<file path="config.mk">
export PLATFORM = sky130hd
export DESIGN_NAME = line_monitor_readout
export DESIGN_NICKNAME = d
export VERILOG_FILES = /design/src/logic/line_monitor_pkg.sv /design/src/logic/line_monitor_readout.sv /design/src/logic/sense_capture.sv
export SDC_FILE = /design/constraint.sdc
export NUM_CORES = 1
export LEC_CHECK = 0
export BUFFER_PORTS_ARGS = -buffer_cell sky130_fd_sc_hd__buf_2
export CAP_MARGIN = 20
export CELL_PAD_IN_SITES_DETAIL_PLACEMENT = 1
export CELL_PAD_IN_SITES_GLOBAL_PLACEMENT = 2
export CORE_ASPECT_RATIO = 2
export CORE_MARGIN = 3
export CORE_UTILIZATION = 32
export CTS_CLUSTER_SIZE = 20
export DETAILED_ROUTE_END_ITERATION = 12
export PLACE_DENSITY = 0.9
export RECOVER_POWER = 100
export SYNTH_ARGS = -nofsm -noshare
export SYNTH_HDL_FRONTEND = slang
export SYNTH_SLANG_ARGS = --single-unit
</file>
<file path="constraint.sdc">
create_clock -name ref_clk -period 4.1 [get_ports ref_clk]
set_input_delay 0.41 -clock ref_clk [delete_from_list [all_inputs] [get_ports ref_clk]]
set_output_delay 0.41 -clock ref_clk [all_outputs]
set_load 0.005 [all_outputs]
</file>
<file path="src/logic/line_monitor_pkg.sv">
// line_monitor_pkg: shared constants for the line monitor readout block.
// assumes: AHB-Lite with 32-bit data, one aligned word per register, and
// byte address equal to four times the register index.

package line_monitor_pkg;

	// bus shape
	localparam int DATA_W     = 32;
	localparam int ADDR_W     = 12;
	localparam int WORD_SHIFT = 2;
	localparam int IDX_W      = ADDR_W - WORD_SHIFT;

	// code shapes
	localparam int CODE_W    = 8;
	localparam int MAG_W     = 6;
	localparam int SIGN_BIT  = 6;
	localparam int NUM_SENSE = 10;
	localparam int CH_W      = 4;

	// register indices (byte address = index * 4)
	localparam logic [IDX_W-1:0] IDX_LOOP_VOLT     = 10'h04e;
	localparam logic [IDX_W-1:0] IDX_LOOP_CURR     = 10'h04f;
	localparam logic [IDX_W-1:0] IDX_TIP_VOLT      = 10'h050;
	localparam logic [IDX_W-1:0] IDX_RING_VOLT     = 10'h051;
	localparam logic [IDX_W-1:0] IDX_BATT_VOLT_A   = 10'h052;
	localparam logic [IDX_W-1:0] IDX_BATT_VOLT_B   = 10'h053;
	localparam logic [IDX_W-1:0] IDX_TRANSISTOR1   = 10'h054;
	localparam logic [IDX_W-1:0] IDX_TRANSISTOR2   = 10'h055;
	localparam logic [IDX_W-1:0] IDX_TRANSISTOR3   = 10'h056;
	localparam logic [IDX_W-1:0] IDX_TRANSISTOR4   = 10'h057;
	localparam logic [IDX_W-1:0] IDX_BIAS_CONTROL  = 10'h058;
	localparam logic [IDX_W-1:0] IDX_SENSE_STATUS  = 10'h059;

	// capture channels, in the same order as the register indices
	localparam int CH_LOOP_VOLT   = 0;
	localparam int CH_LOOP_CURR   = 1;
	localparam int CH_TIP_VOLT    = 2;
	localparam int CH_RING_VOLT   = 3;
	localparam int CH_BATT_VOLT_A = 4;
	localparam int CH_BATT_VOLT_B = 5;
	localparam int CH_TRANSISTOR1 = 6;
	localparam int CH_TRANSISTOR2 = 7;
	localparam int CH_TRANSISTOR3 = 8;
	localparam int CH_TRANSISTOR4 = 9;

	// reset values and fields
	localparam logic [CODE_W-1:0] SENSE_RESET     = 8'h00;
	localparam logic              RESERVED_ZERO   = 1'b0;
	localparam int                BIAS_EN_BIT     = 0;
	localparam logic              BIAS_EN_RESET   = 1'b0;
	localparam logic [DATA_W-1:0] READ_ZERO       = 32'h0000_0000;

	// AHB-Lite encodings
	localparam logic [1:0] HTRANS_NONSEQ = 2'h2;
	localparam logic [1:0] HTRANS_SEQ    = 2'h3;
	localparam logic [2:0] HSIZE_WORD    = 3'h2;
	localparam logic       HRESP_OKAY    = 1'b0;
	localparam logic [1:0] BYTE_ALIGNED  = 2'h0;

	// data phase tracking, one-hot
	typedef enum logic [2:0] {
		PH_IDLE  = 3'b001,
		PH_READ  = 3'b010,
		PH_WRITE = 3'b100
	} bus_phase_t;

endpackage : line_monitor_pkg

</file>
<file path="src/logic/line_monitor_readout.sv">
// line_monitor_readout: read-only bank of line monitoring registers on an
// AHB-Lite slave, plus the extra bias control bit.
// assumes: the conversion path runs on ref_clk and pulses conv_done[ch]
// for one cycle while the matching code inputs hold the new result.
//
// Chosen here: the AHB-Lite slave port.
`timescale 1ns/1ps

// Notes on behaviour
// - loop voltage register bit 6 is 0 for tip above ring, 1 below.
// - loop voltage bits 5:0 hold magnitude, 1.5 V per count, to 94.5 V.
// - loop current register bit 6 is 0 forward, 1 reverse.
// - loop current bits 5:0 hold magnitude, 1.25 mA per count.
// - tip voltage is an 8-bit code, 0x00 is 0 V, 0xff is -95.88 V.
// - ring voltage uses the same 8-bit scale, 0.376 V per count.
// - two battery voltage readings share that 8-bit scale.
// - transistor 1 and 2 currents: 8-bit, 0.319 mA per count.
// - with extra bias enabled, bias current is removed from those two.
// - transistor 3 and 4 currents: 8-bit, full scale 9.59 mA.
module line_monitor_readout
	import line_monitor_pkg::*;
(
	input  wire logic              ref_clk,
	input  wire logic              rst,
	// AHB-Lite slave
	input  wire logic              hsel,
	input  wire logic [ADDR_W-1:0] haddr,
	input  wire logic [1:0]        htrans,
	input  wire logic              hwrite,
	input  wire logic [2:0]        hsize,
	input  wire logic [DATA_W-1:0] hwdata,
	input  wire logic              hready,
	output logic                   hreadyout,
	output logic                   hresp,
	output logic      [DATA_W-1:0] hrdata,
	// conversion path
	input  wire logic              loop_volt_sign,
	input  wire logic [MAG_W-1:0]  loop_volt_magnitude,
	input  wire logic              loop_curr_sign,
	input  wire logic [MAG_W-1:0]  loop_curr_magnitude,
	input  wire logic [CODE_W-1:0] tip_node_voltage,
	input  wire logic [CODE_W-1:0] ring_node_voltage,
	input  wire logic [CODE_W-1:0] battery_volt_reading_a,
	input  wire logic [CODE_W-1:0] battery_volt_reading_b,
	input  wire logic [CODE_W-1:0] transistor1_current,
	input  wire logic [CODE_W-1:0] transistor2_current,
	input  wire logic [CODE_W-1:0] transistor3_current,
	input  wire logic [CODE_W-1:0] transistor4_current,
	input  wire logic [CODE_W-1:0] extra_bias_current,
	input  wire logic [NUM_SENSE-1:0] conv_done,
	// to the line drive logic
	output logic                   extra_bias_enable
);

	////////////////////////////////////////////////////////////////////////
	// saturating subtract, clamps at zero instead of wrapping
	function automatic logic [CODE_W-1:0] sub_sat(
		input logic [CODE_W-1:0] a,
		input logic [CODE_W-1:0] b
	);
		logic [CODE_W:0] diff;
		diff = {1'b0, a} - {1'b0, b};
		if (diff[CODE_W]) begin
			sub_sat = '0;
		end else begin
			sub_sat = diff[CODE_W-1:0];
		end
	endfunction : sub_sat

	////////////////////////////////////////////////////////////////////////
	// declarations

	logic              bias_en_reg;
	logic              bias_en_next;
	bus_phase_t        phase_reg;
	bus_phase_t        phase_next;
	logic              wr_bias_reg;
	logic              wr_bias_next;
	logic [DATA_W-1:0] hrdata_reg;
	logic [DATA_W-1:0] hrdata_next;

	logic [CODE_W-1:0]    raw_code   [NUM_SENSE];
	logic [CODE_W-1:0]    sense_code [NUM_SENSE];
	logic [NUM_SENSE-1:0] seen_flag;

	logic [CODE_W-1:0] t1_net;
	logic [CODE_W-1:0] t2_net;

	logic              addr_phase;
	logic              size_ok;
	logic              aligned;
	logic [IDX_W-1:0]  addr_idx;
	logic              hit_sense;
	logic              hit_bias;
	logic              hit_status;
	logic [IDX_W-1:0]  sense_ofs;
	logic [CH_W-1:0]   sense_ch;
	logic              wr_commit;
	logic              bias_now;
	logic [DATA_W-1:0] sense_word;
	logic [DATA_W-1:0] bias_word;
	logic [DATA_W-1:0] status_word;
	logic [DATA_W-1:0] read_word;

	////////////////////////////////////////////////////////////////////////
	// packing of the conversion results into register codes

	// loop voltage: reserved bit 7 zero, polarity bit 6, magnitude 5:0
	assign raw_code[CH_LOOP_VOLT] = {
		RESERVED_ZERO,
		loop_volt_sign,
		loop_volt_magnitude
	};

	// loop current: reserved bit 7 zero, direction bit 6, magnitude 5:0
	assign raw_code[CH_LOOP_CURR] = {
		RESERVED_ZERO,
		loop_curr_sign,
		loop_curr_magnitude
	};

	// node voltages pass through on the 0.376 V per count scale
	assign raw_code[CH_TIP_VOLT]    = tip_node_voltage;
	assign raw_code[CH_RING_VOLT]   = ring_node_voltage;
	assign raw_code[CH_BATT_VOLT_A] = battery_volt_reading_a;
	assign raw_code[CH_BATT_VOLT_B] = battery_volt_reading_b;

	// transistor 1 and 2 without the added bias current when it is on
	assign t1_net = sub_sat(transistor1_current, extra_bias_current);
	assign t2_net = sub_sat(transistor2_current, extra_bias_current);

	// bias removal follows the enable bit that the drive logic sees
	assign raw_code[CH_TRANSISTOR1] = bias_en_reg ? t1_net
		: transistor1_current;
	assign raw_code[CH_TRANSISTOR2] = bias_en_reg ? t2_net
		: transistor2_current;

	// transistor 3 and 4 on the fine scale, passed as they come
	assign raw_code[CH_TRANSISTOR3] = transistor3_current;
	assign raw_code[CH_TRANSISTOR4] = transistor4_current;

	////////////////////////////////////////////////////////////////////////
	// one capture register per channel, loaded only by the conversion path

	generate
		for (genvar g = 0; g < NUM_SENSE; g++) begin : g_cap
			sense_capture #(
				.W     (CODE_W),
				.RESET (SENSE_RESET)
			) u_cap (
				.ref_clk  (ref_clk),
				.rst      (rst),
				.load     (conv_done[g]),
				.code_in  (raw_code[g]),
				.code_out (sense_code[g]),
				.seen     (seen_flag[g])
			);
		end
	endgenerate

	////////////////////////////////////////////////////////////////////////
	// address phase decode

	// a transfer is taken when selected, bus ready and NONSEQ or SEQ
	assign addr_phase = hsel & hready & htrans[1];
	assign size_ok    = (hsize == HSIZE_WORD);
	assign aligned    = (haddr[WORD_SHIFT-1:0] == BYTE_ALIGNED);
	assign addr_idx   = haddr[ADDR_W-1:WORD_SHIFT];

	// the sense indices are contiguous, so the channel is an offset
	assign hit_sense  = aligned
		& (addr_idx >= IDX_LOOP_VOLT)
		& (addr_idx <= IDX_TRANSISTOR4);
	assign hit_bias   = aligned & (addr_idx == IDX_BIAS_CONTROL);
	assign hit_status = aligned & (addr_idx == IDX_SENSE_STATUS);
	assign sense_ofs  = addr_idx - IDX_LOOP_VOLT;
	assign sense_ch   = sense_ofs[CH_W-1:0];

	////////////////////////////////////////////////////////////////////////
	// read data selection

	// a write to the bias bit still in its data phase is forwarded, so a
	// read right behind it sees the new value
	assign wr_commit = (phase_reg == PH_WRITE) & wr_bias_reg;
	assign bias_now  = wr_commit ? hwdata[BIAS_EN_BIT] : bias_en_reg;

	// narrow codes sit in the low bits, upper bits read zero
	assign sense_word  = {{(DATA_W-CODE_W){1'b0}}, sense_code[sense_ch]};
	assign bias_word   = {{(DATA_W-1){1'b0}}, bias_now};
	assign status_word = {{(DATA_W-NUM_SENSE){1'b0}}, seen_flag};

	// unmapped addresses read as zero
	assign read_word = hit_sense  ? sense_word
		: hit_bias   ? bias_word
		: hit_status ? status_word
		: READ_ZERO;

	////////////////////////////////////////////////////////////////////////
	// next state of the bus slave

	// data phase kind; with zero wait states it lasts one cycle
	assign phase_next = !addr_phase ? PH_IDLE
		: hwrite ? PH_WRITE
		: PH_READ;

	// only a whole-word write to the bias control is remembered; writes
	// to the monitoring registers are dropped here
	assign wr_bias_next = addr_phase & hwrite & size_ok
		& hit_bias;

	// read data captured at the end of the address phase
	assign hrdata_next = (addr_phase & !hwrite) ? read_word : hrdata_reg;

	// bias bit takes the write data in its data phase
	assign bias_en_next = wr_commit ? hwdata[BIAS_EN_BIT] : bias_en_reg;

	////////////////////////////////////////////////////////////////////////
	// bus slave registers

	// data phase tracking
	always_ff @(posedge ref_clk or posedge rst) begin
		if (rst) begin
			phase_reg   <= PH_IDLE;
			wr_bias_reg <= 1'b0;
		end else begin
			phase_reg   <= phase_next;
			wr_bias_reg <= wr_bias_next;
		end
	end

	// read data holding register
	always_ff @(posedge ref_clk or posedge rst) begin
		if (rst) begin
			hrdata_reg <= READ_ZERO;
		end else begin
			hrdata_reg <= hrdata_next;
		end
	end

	// extra bias enable
	always_ff @(posedge ref_clk or posedge rst) begin
		if (rst) begin
			bias_en_reg <= BIAS_EN_RESET;
		end else begin
			bias_en_reg <= bias_en_next;
		end
	end

	////////////////////////////////////////////////////////////////////////
	// outputs

	// never stalls, always answers OKAY
	assign hreadyout         = 1'b1;
	assign hresp             = HRESP_OKAY;
	assign hrdata            = hrdata_reg;
	assign extra_bias_enable = bias_en_reg;

endmodule : line_monitor_readout

</file>
<file path="src/logic/sense_capture.sv">
// sense_capture: one monitoring code held in a register, refreshed on a
// conversion strobe, with a flag that shows it has been loaded since reset.
// assumes: load and code_in come from logic on the same clock.
`timescale 1ns/1ps

module sense_capture #(
	parameter int          W     = 8,
	parameter logic [W-1:0] RESET = '0
) (
	input  wire logic         ref_clk,
	input  wire logic         rst,
	input  wire logic         load,
	input  wire logic [W-1:0] code_in,
	output logic      [W-1:0] code_out,
	output logic              seen
);

	////////////////////////////////////////////////////////////////////////
	// latest completed conversion, no request handshake
	always_ff @(posedge ref_clk or posedge rst) begin
		if (rst) begin
			code_out <= RESET;
		end else if (load) begin
			code_out <= code_in;
		end
	end

	// sticky once the first conversion has arrived
	always_ff @(posedge ref_clk or posedge rst) begin
		if (rst) begin
			seen <= 1'b0;
		end else if (load) begin
			seen <= 1'b1;
		end
	end

endmodule : sense_capture

</file>
==> results of run 1 <==
==> worst min-delay path by stage <==
| stage | start | endpoint | slack [ns] | cells past startpoint |
|---|---|---|---|---|
| 2_1_floorplan | g_cap[5].u_cap.seen | g_cap[5].u_cap.seen | 0.44 | 1 |
| 3_3_place_gp | g_cap[4].u_cap.seen | g_cap[4].u_cap.seen | 0.45 | 1 |
| 3_5_place_dp | g_cap[4].u_cap.seen | g_cap[4].u_cap.seen | 0.45 | 1 |
| 4_1_cts | tip_node_voltage[5] | g_cap[2].u_cap.code_out[5] | 0.29 | 2 |
| 5_1_grt | transistor4_current[1] | g_cap[9].u_cap.code_out[1] | 0.29 | 2 |
| 6_report | tip_node_voltage[6] | g_cap[2].u_cap.code_out[6] | 0.30 | 2 |
==> logic make-up after synthesis <==
| logic type | after synthesis |
|---|---|
| AOI/OAI and AO/OA | 96 |
| xor gates and xnor gates | 10 |
| muxes | 92 |
| DFF | 103 |
| other | 2 |
| buffers and inverters | 65 |
| adders and majority gates | 21 |
| and+or+nand+nor | 93 |
==> synth_stat cells, types with 3 or more instances <==
| cell type | n | area share (%) |
|---|---|---|
| a21oi_1 | 39 | 3.5 |
| buf_2 | 3 | 0.27 |
| nand3_1 | 7 | 0.63 |
| xor2_1 | 3 | 0.47 |
| nor2_1 | 20 | 1.3 |
| mux4_2 | 15 | 6.0 |
| xnor2_1 | 7 | 1.1 |
| mux2_2 | 66 | 13 |
| nor3_1 | 3 | 0.27 |
| nand2_1 | 14 | 0.94 |
| a22o_1 | 4 | 0.63 |
| o21a_1 | 6 | 0.80 |
| clkbuf_1 | 17 | 1.1 |
| o21ai_0 | 15 | 1.3 |
| o22ai_1 | 3 | 0.33 |
| inv_1 | 19 | 1.3 |
| mux2i_1 | 11 | 2.0 |
| dfrtp_1 | 102 | 46 |
| o211ai_1 | 3 | 0.40 |
| a22oi_1 | 3 | 0.40 |
| a31oi_1 | 7 | 0.78 |
| nand2b_1 | 10 | 1.1 |
| or2_2 | 12 | 1.3 |
| ha_1 | 19 | 4.2 |
| nor2b_1 | 14 | 1.6 |
| buf_4 | 26 | 3.5 |
==> layer usage <==
layer  vias up  share of wire (%)
li1       1903                  -
met1      2051                 32
met2       104                 62
met3        17                3.4
met4         0                2.2
met5         -                  0
==> final cells by class <==
| class | count | share of cell area [%] |
|---|---|---|
| multi-input combinational | 336 | 41.8 |
| inverter | 19 | 1.08 |
| clock buffer | 11 | 3.83 |
| sequential | 103 | 39.1 |
| clock inverter | 4 | 0.834 |
| tap | 207 | 3.92 |
| timing repair buffer | 129 | 9.46 |
==> power by group <==
part           internal [mW]  switching [mW]  total, mW
logic                  0.218           0.221      0.440
registers               1.10          0.0462       1.15
clock network          0.506           0.373      0.879
==> metrics by stage <==
stage               hold slack [ns]  util, %
floorplan                     0.437        -
global placement              0.451     37.3
detailed placement            0.452     37.3
CTS                           0.287     39.2
global route                  0.290     39.0
finish                        0.296     39.0
==> results.py, run 1 <==
metrics = {
    "grt": {
        "met3_usage_pct": 1.76,
        "grt_use_total_pct": 16.5,
        "grtUsageMet2_pct": 35.3,
        "top_usage_layer": "met2",
        "antenna_found_initial": 0,
        "grt_pass1_wl_mm": 24.2,
        "grt_max_degree": 75,
        "grt_overflow": 0,
        "grt_use_met1_pct": 15.2,
        "grt_pass1_vias": 4649,
    },
    "worst_setup_path": {
        "cp_top_family": "buffers and inverters",
        "timing.rr.start": "extra_bias_enable",
        "rrSetupSlack_ns": 2.23,
        "start_kind": "primary input",
        "crit-reg2reg-capture": "g_cap[7].u_cap.code_out[5]",
        "worst-path-buf-inv": 1,
        "critPathCaptureType": "register",
        "critPathMaxFanout": 27,
        "path_cells": "clkbuf_1 -> mux4_2 -> mux2i_1 -> nor2_1 -> o311ai_0 -> o21ai_0",
        "crit_slowest_cell": "clkbuf_1",
        "rr_worst_depth": 3,
        "cp-endpoint": "hrdata[2]",
        "crit_type": "primary input to register",
        "setup.worst_path.start": "haddr[2]",
        "crit_arrival_ns": 3.17,
        "max_stage_delay_ns": 1.42,
        "worstSetupPathDepth": 6,
        "cp.required_ns": 4.31,
    },
    "synth": {
        "syn_area_sq_mm": 0.00560,
        "muxShareOfSynthArea_pct": 21.3,
        "ys_ff_latch": 103,
        "synth_top_family_by_area": "multiplexers",
        "synth.distinct_cells": 50,
        "syn-instance-count": 482,
        "syn-mean-instance-area_sq_um": 11.6,
        "ys_async_sr_fraction_pct": 100,
        "synthAdderAreaFrac_pct": 4.96,
        "synth_compound_area_share_pct": 10.6,
        "ys_seq_area_share_pct": 46.0,
        "synth_edf_count": 0,
        "synth_ff_type": "dfrtp_1",
        "synth_simple_gate_area_share_pct": 9.35,
        "yosys_warnings": 0,
        "synth-xor-area-share_pct": 1.56,
    },
    "layout": {
        "mostFrequentLayoutCells": "buf_2 (109), dfrtp_1 (102), mux2_2 (64)",
        "antenna_cells": 0,
        "area_growth_pct": 17.8,
        "fin_cells": 809,
        "multiInputGateArea_sq_mm": 0.00276,
        "nFillCells": 1935,
        "drive_gt1_share_pct": 36.9,
        "final_common_cell": "buf_2",
        "nNetsFinal": 769,
        "regArea_sq_mm": 0.00258,
        "largest_register_ffs": 78,
        "stdcell_area_sq_mm": 0.00660,
    },
    "timing": {
        "period_share_pct": 72.2,
        "rsz0062_at_grt": "false",
        "tightest_slew_ns": 2.77,
        "hold_viol": 0,
        "setup_tns_ns": 0,
        "setup_ws_ns": 1.14,
        "drv_slew": 103,
        "slew_headroom_pct": -84.9,
        "fin_skew_ns": 0.00473,
        "fin_crit_ns": 2.96,
        "max_freq_ghz": 0.338,
        "setup_viol": 0,
    },
    "outcome": {
        "violations": "capacitance limit, slew limit",
        "status": "complete, but fails checks",
    },
    "placement": {
        "place_inst": 794,
        "dp_hpwl_mm": 12.9,
        "place_congestion": 0.795,
        "post-place-ws_ns": 1.36,
        "post_dp_cell_area_sq_mm": 0.00632,
        "placement.io_buffers": 128,
    },
    "floorplan": {
        "die_y_um": 193,
        "core_sq_mm": 0.0169,
        "core.rowCount": 67,
        "initial_core_util_pct": 33.1,
        "dieArea_sq_mm": 0.0192,
        "io_pins": 185,
        "die_w_um": 99.6,
    },
    "clocking": {
        "cts_buffers": 9,
        "cts_tree": "done",
        "clkTransAtPathRegs_ns": 0.07,
        "post-cts-setup-buffers": 0,
        "cts_hold_buffers": 0,
        "clock_path_buffers": 2,
        "cts.sinks": 103,
        "root_buffer": "clkbuf_16",
        "cts_resized": 0,
        "insertion_delay_ns": 0.34,
        "cts_max_level": 3,
    },
    "detailed_routing": {
        "drt_pass1_iterations": 4,
        "wirelength_mm": 15.7,
        "via_per_inst": 5.04,
        "wl_per_cell_um": 19.4,
        "antenna_left": 0,
        "via_count": 4075,
        "first_iter_violations": 113,
        "drc": 0,
    },
    "power_and_ir_drop": {
        "p_per_area_mw_per_mm2": 373,
        "ir_drop_v": 0.000165,
        "p_total_mw": 2.46,
        "leakagePower_nw": 2.95,
    },
    "worst_hold_path": {
        "hp-class": "primary input to register",
    },
    "job": {
        "drv_cap": 2,
    },
}
Power figures use the tool's default switching activity.
==> inputs of run 2 (changes only) <==
--- a/config.mk
+++ b/config.mk
@@ -5,16 +5,17 @@
 export SDC_FILE = /design/constraint.sdc
 export NUM_CORES = 1
 export LEC_CHECK = 0
+export ABC_AREA = 1
 export BUFFER_PORTS_ARGS = -buffer_cell sky130_fd_sc_hd__buf_2
 export CAP_MARGIN = 20
 export CELL_PAD_IN_SITES_DETAIL_PLACEMENT = 1
 export CELL_PAD_IN_SITES_GLOBAL_PLACEMENT = 2
 export CORE_ASPECT_RATIO = 2
 export CORE_MARGIN = 3
-export CORE_UTILIZATION = 32
+export CORE_UTILIZATION = 25
 export CTS_CLUSTER_SIZE = 20
 export DETAILED_ROUTE_END_ITERATION = 12
-export PLACE_DENSITY = 0.9
+export PLACE_DENSITY = 0.85
 export RECOVER_POWER = 100
 export SYNTH_ARGS = -nofsm -noshare
 export SYNTH_HDL_FRONTEND = slang
==> constraint.sdc (replaced) <==
create_clock -name ref_clk -period 2.45 [get_ports ref_clk]
set_input_delay 0.245 -clock ref_clk [delete_from_list [all_inputs] [get_ports ref_clk]]
set_output_delay 0.245 -clock ref_clk [all_outputs]
set_load 0.005 [all_outputs]
==> run 2 against run 1 <==
Effect of this change:
- the flow still finishes with violations (capacitance limit, slew limit)
- largest cell class unchanged
- worst hold slack got worse by 0.21 ns
- clock power rose by 55%
- critical path depth rose by 5
==> results.py, run 2 <==
metrics = {
    "synth": {
        "synth_edf_count": 0,
        "ys_async_sr_fraction_pct": 100,
        "syn-mean-instance-area_sq_um": 7.41,
        "syn_area_sq_mm": 0.00581,
        "yosys_warnings": 0,
        "synth_ff_type": "dfrtp_1",
        "synth.distinct_cells": 31,
        "ys_top_cells_by_count": "nand2_1 (253), dfrtp_1 (102), inv_1 (87), nor2_1 (73), a21oi_1 (72)",
        "synthTopCellsByArea": "dfrtp_1 (44%), nand2_1 (16%), a21oi_1 (6.2%)",
        "synth_top_area_share_pct": 43.9,
        "synth_most_common_cell": "nand2_1",
        "ys_ff_latch": 103,
        "synth_top_cell_by_area": "dfrtp_1",
        "syn-instance-count": 785,
        "ys_seq_area_share_pct": 44.4,
    },
    "outcome": {
        "status": "complete, but fails checks",
        "violations": "capacitance limit, slew limit",
    },
    "layout": {
        "area_growth_pct": 18.9,
        "final_common_cell": "nand2_1",
        "mostFrequentLayoutCells": "nand2_1 (254), buf_2 (116), dfrtp_1 (102)",
        "nFillCells": 2870,
        "drive_gt1_share_pct": 16.9,
        "nNetsFinal": 1080,
        "largest_register_ffs": 78,
    },
    "worst_hold_path": {
        "hp-class": "primary input to register",
    },
    "worst_setup_path": {
        "setup.worst_path.start": "transistor2_current[0]",
        "timing.rr.start": "extra_bias_enable",
        "start_kind": "primary input",
        "crit-reg2reg-capture": "g_cap[7].u_cap.code_out[6]",
        "critPathMaxFanout": 8,
        "crit_arrival_ns": 2.04,
        "rr_worst_depth": 4,
        "rrSetupSlack_ns": 0.83,
        "cp.required_ns": 2.73,
        "critPathCaptureType": "register",
        "crit_type": "primary input to register",
        "cp-endpoint": "g_cap[7].u_cap.code_out[6]",
    },
    "clocking": {
        "insertion_delay_ns": 0.36,
        "cts_tree": "done",
        "clkTransAtPathRegs_ns": 0.08,
        "post-cts-setup-buffers": 0,
        "cts_max_level": 3,
        "clock_path_buffers": 2,
        "cts_resized": 0,
        "cts_buffers": 9,
        "root_buffer": "clkbuf_16",
        "cts.sinks": 103,
        "cts_hold_buffers": 0,
    },
    "floorplan": {
        "dieArea_sq_mm": 0.0252,
        "io_pins": 185,
        "initial_core_util_pct": 25.6,
        "core_sq_mm": 0.0227,
        "die_w_um": 114,
        "die_y_um": 222,
        "core.rowCount": 78,
    },
    "grt": {
        "grt_pass1_vias": 5752,
        "antenna_found_initial": 3,
        "grt_use_total_pct": 15.3,
        "grt_max_degree": 47,
        "grt_overflow": 0,
        "grt_pass1_wl_mm": 29.9,
    },
    "detailed_routing": {
        "wl_per_cell_um": 16.0,
        "wirelength_mm": 19.1,
        "drt_pass1_iterations": 4,
        "via_per_inst": 4.43,
        "first_iter_violations": 219,
        "via_count": 5294,
        "drc": 0,
        "antenna_left": 0,
    },
    "timing": {
        "max_freq_ghz": 0.568,
        "fin_skew_ns": 0.0129,
        "hold_viol": 0,
        "drv_slew": 34,
        "tightest_slew_ns": 1.61,
        "fin_crit_ns": 1.76,
        "setup_tns_ns": 0,
        "rsz0062_at_grt": "false",
        "slew_headroom_pct": -8.16,
        "period_share_pct": 71.9,
        "setup_viol": 0,
    },
    "power_and_ir_drop": {
        "ir_drop_v": 0.000342,
        "p_total_mw": 3.99,
        "leakagePower_nw": 3.63,
        "p_per_area_mw_per_mm2": 578,
    },
    "placement": {
        "place_congestion": 0.801,
        "dp_hpwl_mm": 16.0,
        "placement.io_buffers": 128,
    },
    "job": {
        "drv_cap": 1,
    },
}
[run 2: cell families after synthesis]
family | share of synthesized area [%]
XOR/XNOR | 1.05
multiplexers | 0.969
adder cells (fa/ha/maj) | 4.78
buffers and inverters | 10.6
flip-flops | 44.4
other | 0.129
AND/OR/NAND/NOR | 28.1
AO/OA/AOI/OAI | 10.1
[run 2: layout make-up]
class / count / area (sq um) / share of cell area, %
inverters: 92 / 347 / 5.01
multi-input cells: 568 / 2680 / 38.7
flip-flops and latches: 103 / 2580 / 37.3
diodes: 3 / 7.51 / 0.109
repair buffers: 135 / 679 / 9.83
well taps: 280 / 350 / 5.07
clock buffers: 10 / 239 / 3.46
clock inverters: 5 / 33.8 / 0.489
[run 2: worst max-delay path, cell delays in order]
cell and delay [ns]:
clkbuf_1 0.12, inv_1 0.07, ha_1 0.19, inv_1 0.06, fa_1 0.20, nand3_1 0.08
nand2_1 0.14, nand2_1 0.07, a21oi_1 0.51, nand3_1 0.18, a21oi_1 0.17
[run 2: worst min-delay path by stage]
stage / start / endpoint / slack (ns) / cells past startpoint
after floorplan: hready / phase_reg[0] / 0.35 / 1
after global routing: tip_node_voltage[7] / g_cap[2].u_cap.code_out[7] / 0.09 / 3
final: transistor3_current[7] / g_cap[8].u_cap.code_out[7] / 0.09 / 3
after global placement: rst / phase_reg[1] / 0.42 / 2
after detailed placement: rst / phase_reg[1] / 0.42 / 2
after CTS: rst / g_cap[3].u_cap.code_out[4] / 0.04 / 2
[run 2: per-layer routing]
metal | vias to the layer above | global-route usage (%) | part of all wire (%) | wire length (um)
li1 | 2661 | - | - | -
met1 | 2509 | 13.8 | 33 | 6290
met2 | 102 | 31.9 | 60 | 11400
met3 | 22 | 2.32 | 3.9 | 745
met4 | 0 | 6.52 | 3.6 | 684
met5 | - | 0 | 0 | 0
[run 2: stage by stage]
step	area [sq um]	worst slack, ns	util (%)	std cells	hold WS [ns]
3_3_place_gp	6690	0.545	29.4	1178	0.416
2_1_floorplan	5900	0.974	-	807	0.349
4_1_cts	6960	0.898	30.6	1193	0.0443
5_1_grt	6910	0.353	30.4	1194	0.0888
6_report	6910	0.689	30.4	1196	0.0870
3_5_place_dp	6690	0.527	29.4	1178	0.422
[run 2: where the power goes]
group / switching (mW) / internal (mW)
Sequential: 0.0693 / 1.83
Clock: 0.650 / 0.712
Combinational: 0.467 / 0.265
==> inputs of run 3 (changes only) <==
==> constraint.sdc (replaced) <==
create_clock -name ref_clk -period 1.5 [get_ports ref_clk]
set_input_delay 0.15 -clock ref_clk [delete_from_list [all_inputs] [get_ports ref_clk]]
set_output_delay 0.15 -clock ref_clk [all_outputs]
set_load 0.005 [all_outputs]
==> run 3 against run 2 <==
Effect of this change:
- the run now ends clean
- final area increased by 7.0%
- non-clock buffer count up 52
- cell count up 4.2%
- sequential power increased by 64%
==> results.py, run 3 (synthesis gave the netlist of run 2 again) <==
metrics = {
    "layout": {
        "regArea_sq_mm": 0.00258,
        "postLayoutCoreUtil_pct": 32.5,
        "fin_cells": 1246,
        "largest_register_ffs": 78,
        "nNetsFinal": 1132,
        "stdcell_area_sq_mm": 0.00740,
        "area_growth_pct": 27.3,
        "multiInputGateArea_sq_mm": 0.00270,
        "antenna_cells": 0,
        "nFillCells": 2875,
        "mostFrequentLayoutCells": "nand2_1 (253), buf_2 (122), dfrtp_1 (102)",
        "final_common_cell": "nand2_1",
        "drive_gt1_share_pct": 21.3,
    },
    "worst_setup_path": {
        "crit_type": "register to register",
        "max_stage_delay_ns": 0.36,
        "worst-path-buf-inv": 2,
        "critPathCaptureType": "register",
        "cp_common_cell": "nand2_1",
        "crit_slowest_cell": "dfrtp_1",
        "cp_top_family": "simple AND/OR/NAND/NOR gates",
        "crit_arrival_ns": 1.60,
        "path_cells": "inv_1 -> nor2_1 -> a21oi_1 -> buf_4 -> nand3_1 -> nand3_1 -> nand2_1 -> nand2_1 -> nand2_1",
        "start_kind": "register",
        "critPathMaxFanout": 2,
        "cp.required_ns": 1.75,
    },
    "floorplan": {
        "die_y_um": 222,
        "die_w_um": 114,
        "core.rowCount": 78,
        "core_sq_mm": 0.0227,
        "initial_core_util_pct": 25.6,
        "io_pins": 185,
        "dieArea_sq_mm": 0.0252,
    },
    "power_and_ir_drop": {
        "leakagePower_nw": 3.92,
        "ir_drop_v": 0.000511,
        "p_total_mw": 6.86,
        "p_per_area_mw_per_mm2": 928,
    },
    "detailed_routing": {
        "antenna_left": 0,
        "via_count": 5536,
        "wl_per_cell_um": 15.9,
        "drt_pass1_iterations": 4,
        "drc": 0,
        "via_per_inst": 4.44,
        "first_iter_violations": 172,
        "wirelength_mm": 19.8,
    },
    "clocking": {
        "clock_path_buffers": 2,
        "cts_buffers": 9,
        "root_buffer": "clkbuf_16",
        "post-cts-setup-buffers": 0,
        "cts_max_level": 3,
        "insertion_delay_ns": 0.35,
        "cts_resized": 0,
        "cts.sinks": 103,
        "cts_tree": "done",
        "cts_hold_buffers": 9,
        "clkTransAtPathRegs_ns": 0.07,
    },
    "timing": {
        "period_share_pct": 89.8,
        "rsz0062_at_grt": "false",
        "fin_crit_ns": 1.35,
        "hold_ws_ns": 0.00515,
        "hold_viol": 0,
        "setup_ws_ns": 0.154,
        "drv_slew": 0,
        "fin_skew_ns": 0.00827,
        "setup_viol": 0,
        "setup_tns_ns": 0,
        "slew_headroom_pct": 44.4,
        "tightest_slew_ns": 0.830,
        "max_freq_ghz": 0.743,
    },
    "placement": {
        "post_dp_cell_area_sq_mm": 0.00703,
        "post-place-ws_ns": -0.194,
        "placement.io_buffers": 128,
        "place_congestion": 0.845,
        "place_inst": 1221,
        "dp_hpwl_mm": 16.9,
    },
    "grt": {
        "grt_use_total_pct": 16.2,
        "grt_max_degree": 53,
        "grt_overflow": 0,
        "grt_pass1_wl_mm": 31.3,
        "antenna_found_initial": 0,
        "grt_pass1_vias": 6115,
    },
    "outcome": {
        "status": "completed",
    },
    "job": {
        "drv_cap": 0,
    },
    "worst_hold_path": {
        "hp-class": "primary input to register",
    },
}
run 3: worst reg2reg max path: stages (launching register included):
cell and delay (ns):
dfrtp_1 0.36, inv_1 0.11, nor2_1 0.07, a21oi_1 0.24
buf_4 0.16, nand3_1 0.06, nand3_1 0.09, nand2_1 0.07
nand2_1 0.06, nand2_1 0.04
run 3: layout make-up:
type | instances | area share (%)
flip-flops and latches | 103 | 34.9
clock inverters | 2 | 0.524
multi-input cells | 568 | 36.4
inverters | 92 | 4.68
repair buffers | 187 | 15.2
well taps | 280 | 4.74
clock buffers | 14 | 3.57
run 3: worst paths after layout:
kind                                             from                         end  slack, ns  depth (start not counted)
min in group asynchronous                         rst  g_cap[2].u_cap.code_out[5]       0.47                          3
max in group asynchronous                         rst  g_cap[0].u_cap.code_out[2]       0.30                          4
hold reg to reg                   g_cap[8].u_cap.seen         g_cap[8].u_cap.seen       0.46                          2
hold / removal                 transistor3_current[7]  g_cap[8].u_cap.code_out[7]      0.005                          3
setup reg to reg           g_cap[1].u_cap.code_out[3]                   hrdata[3]       0.15                          9
setup / recovery           g_cap[1].u_cap.code_out[3]                   hrdata[3]       0.15                          9
run 3: per-layer routing:
layer / vias up / share of wire [%] / global-route usage, %
li1: 2760 / - / -
met5: - / 0 / 0
met3: 30 / 3.1 / 1.80
met2: 117 / 61 / 33.9
met1: 2629 / 32 / 14.6
met4: 0 / 3.7 / 7.21
run 3: report_power, final:
group / total [mW] / leakage, nW / internal, mW / switching [mW]
Clock: 2.39 / 0.147 / 1.39 / 1.00
Combinational: 1.35 / 2.54 / 0.558 / 0.795
Sequential: 3.12 / 1.23 / 2.99 / 0.126
Total: 6.86 / 3.92 / 4.94 / 1.92
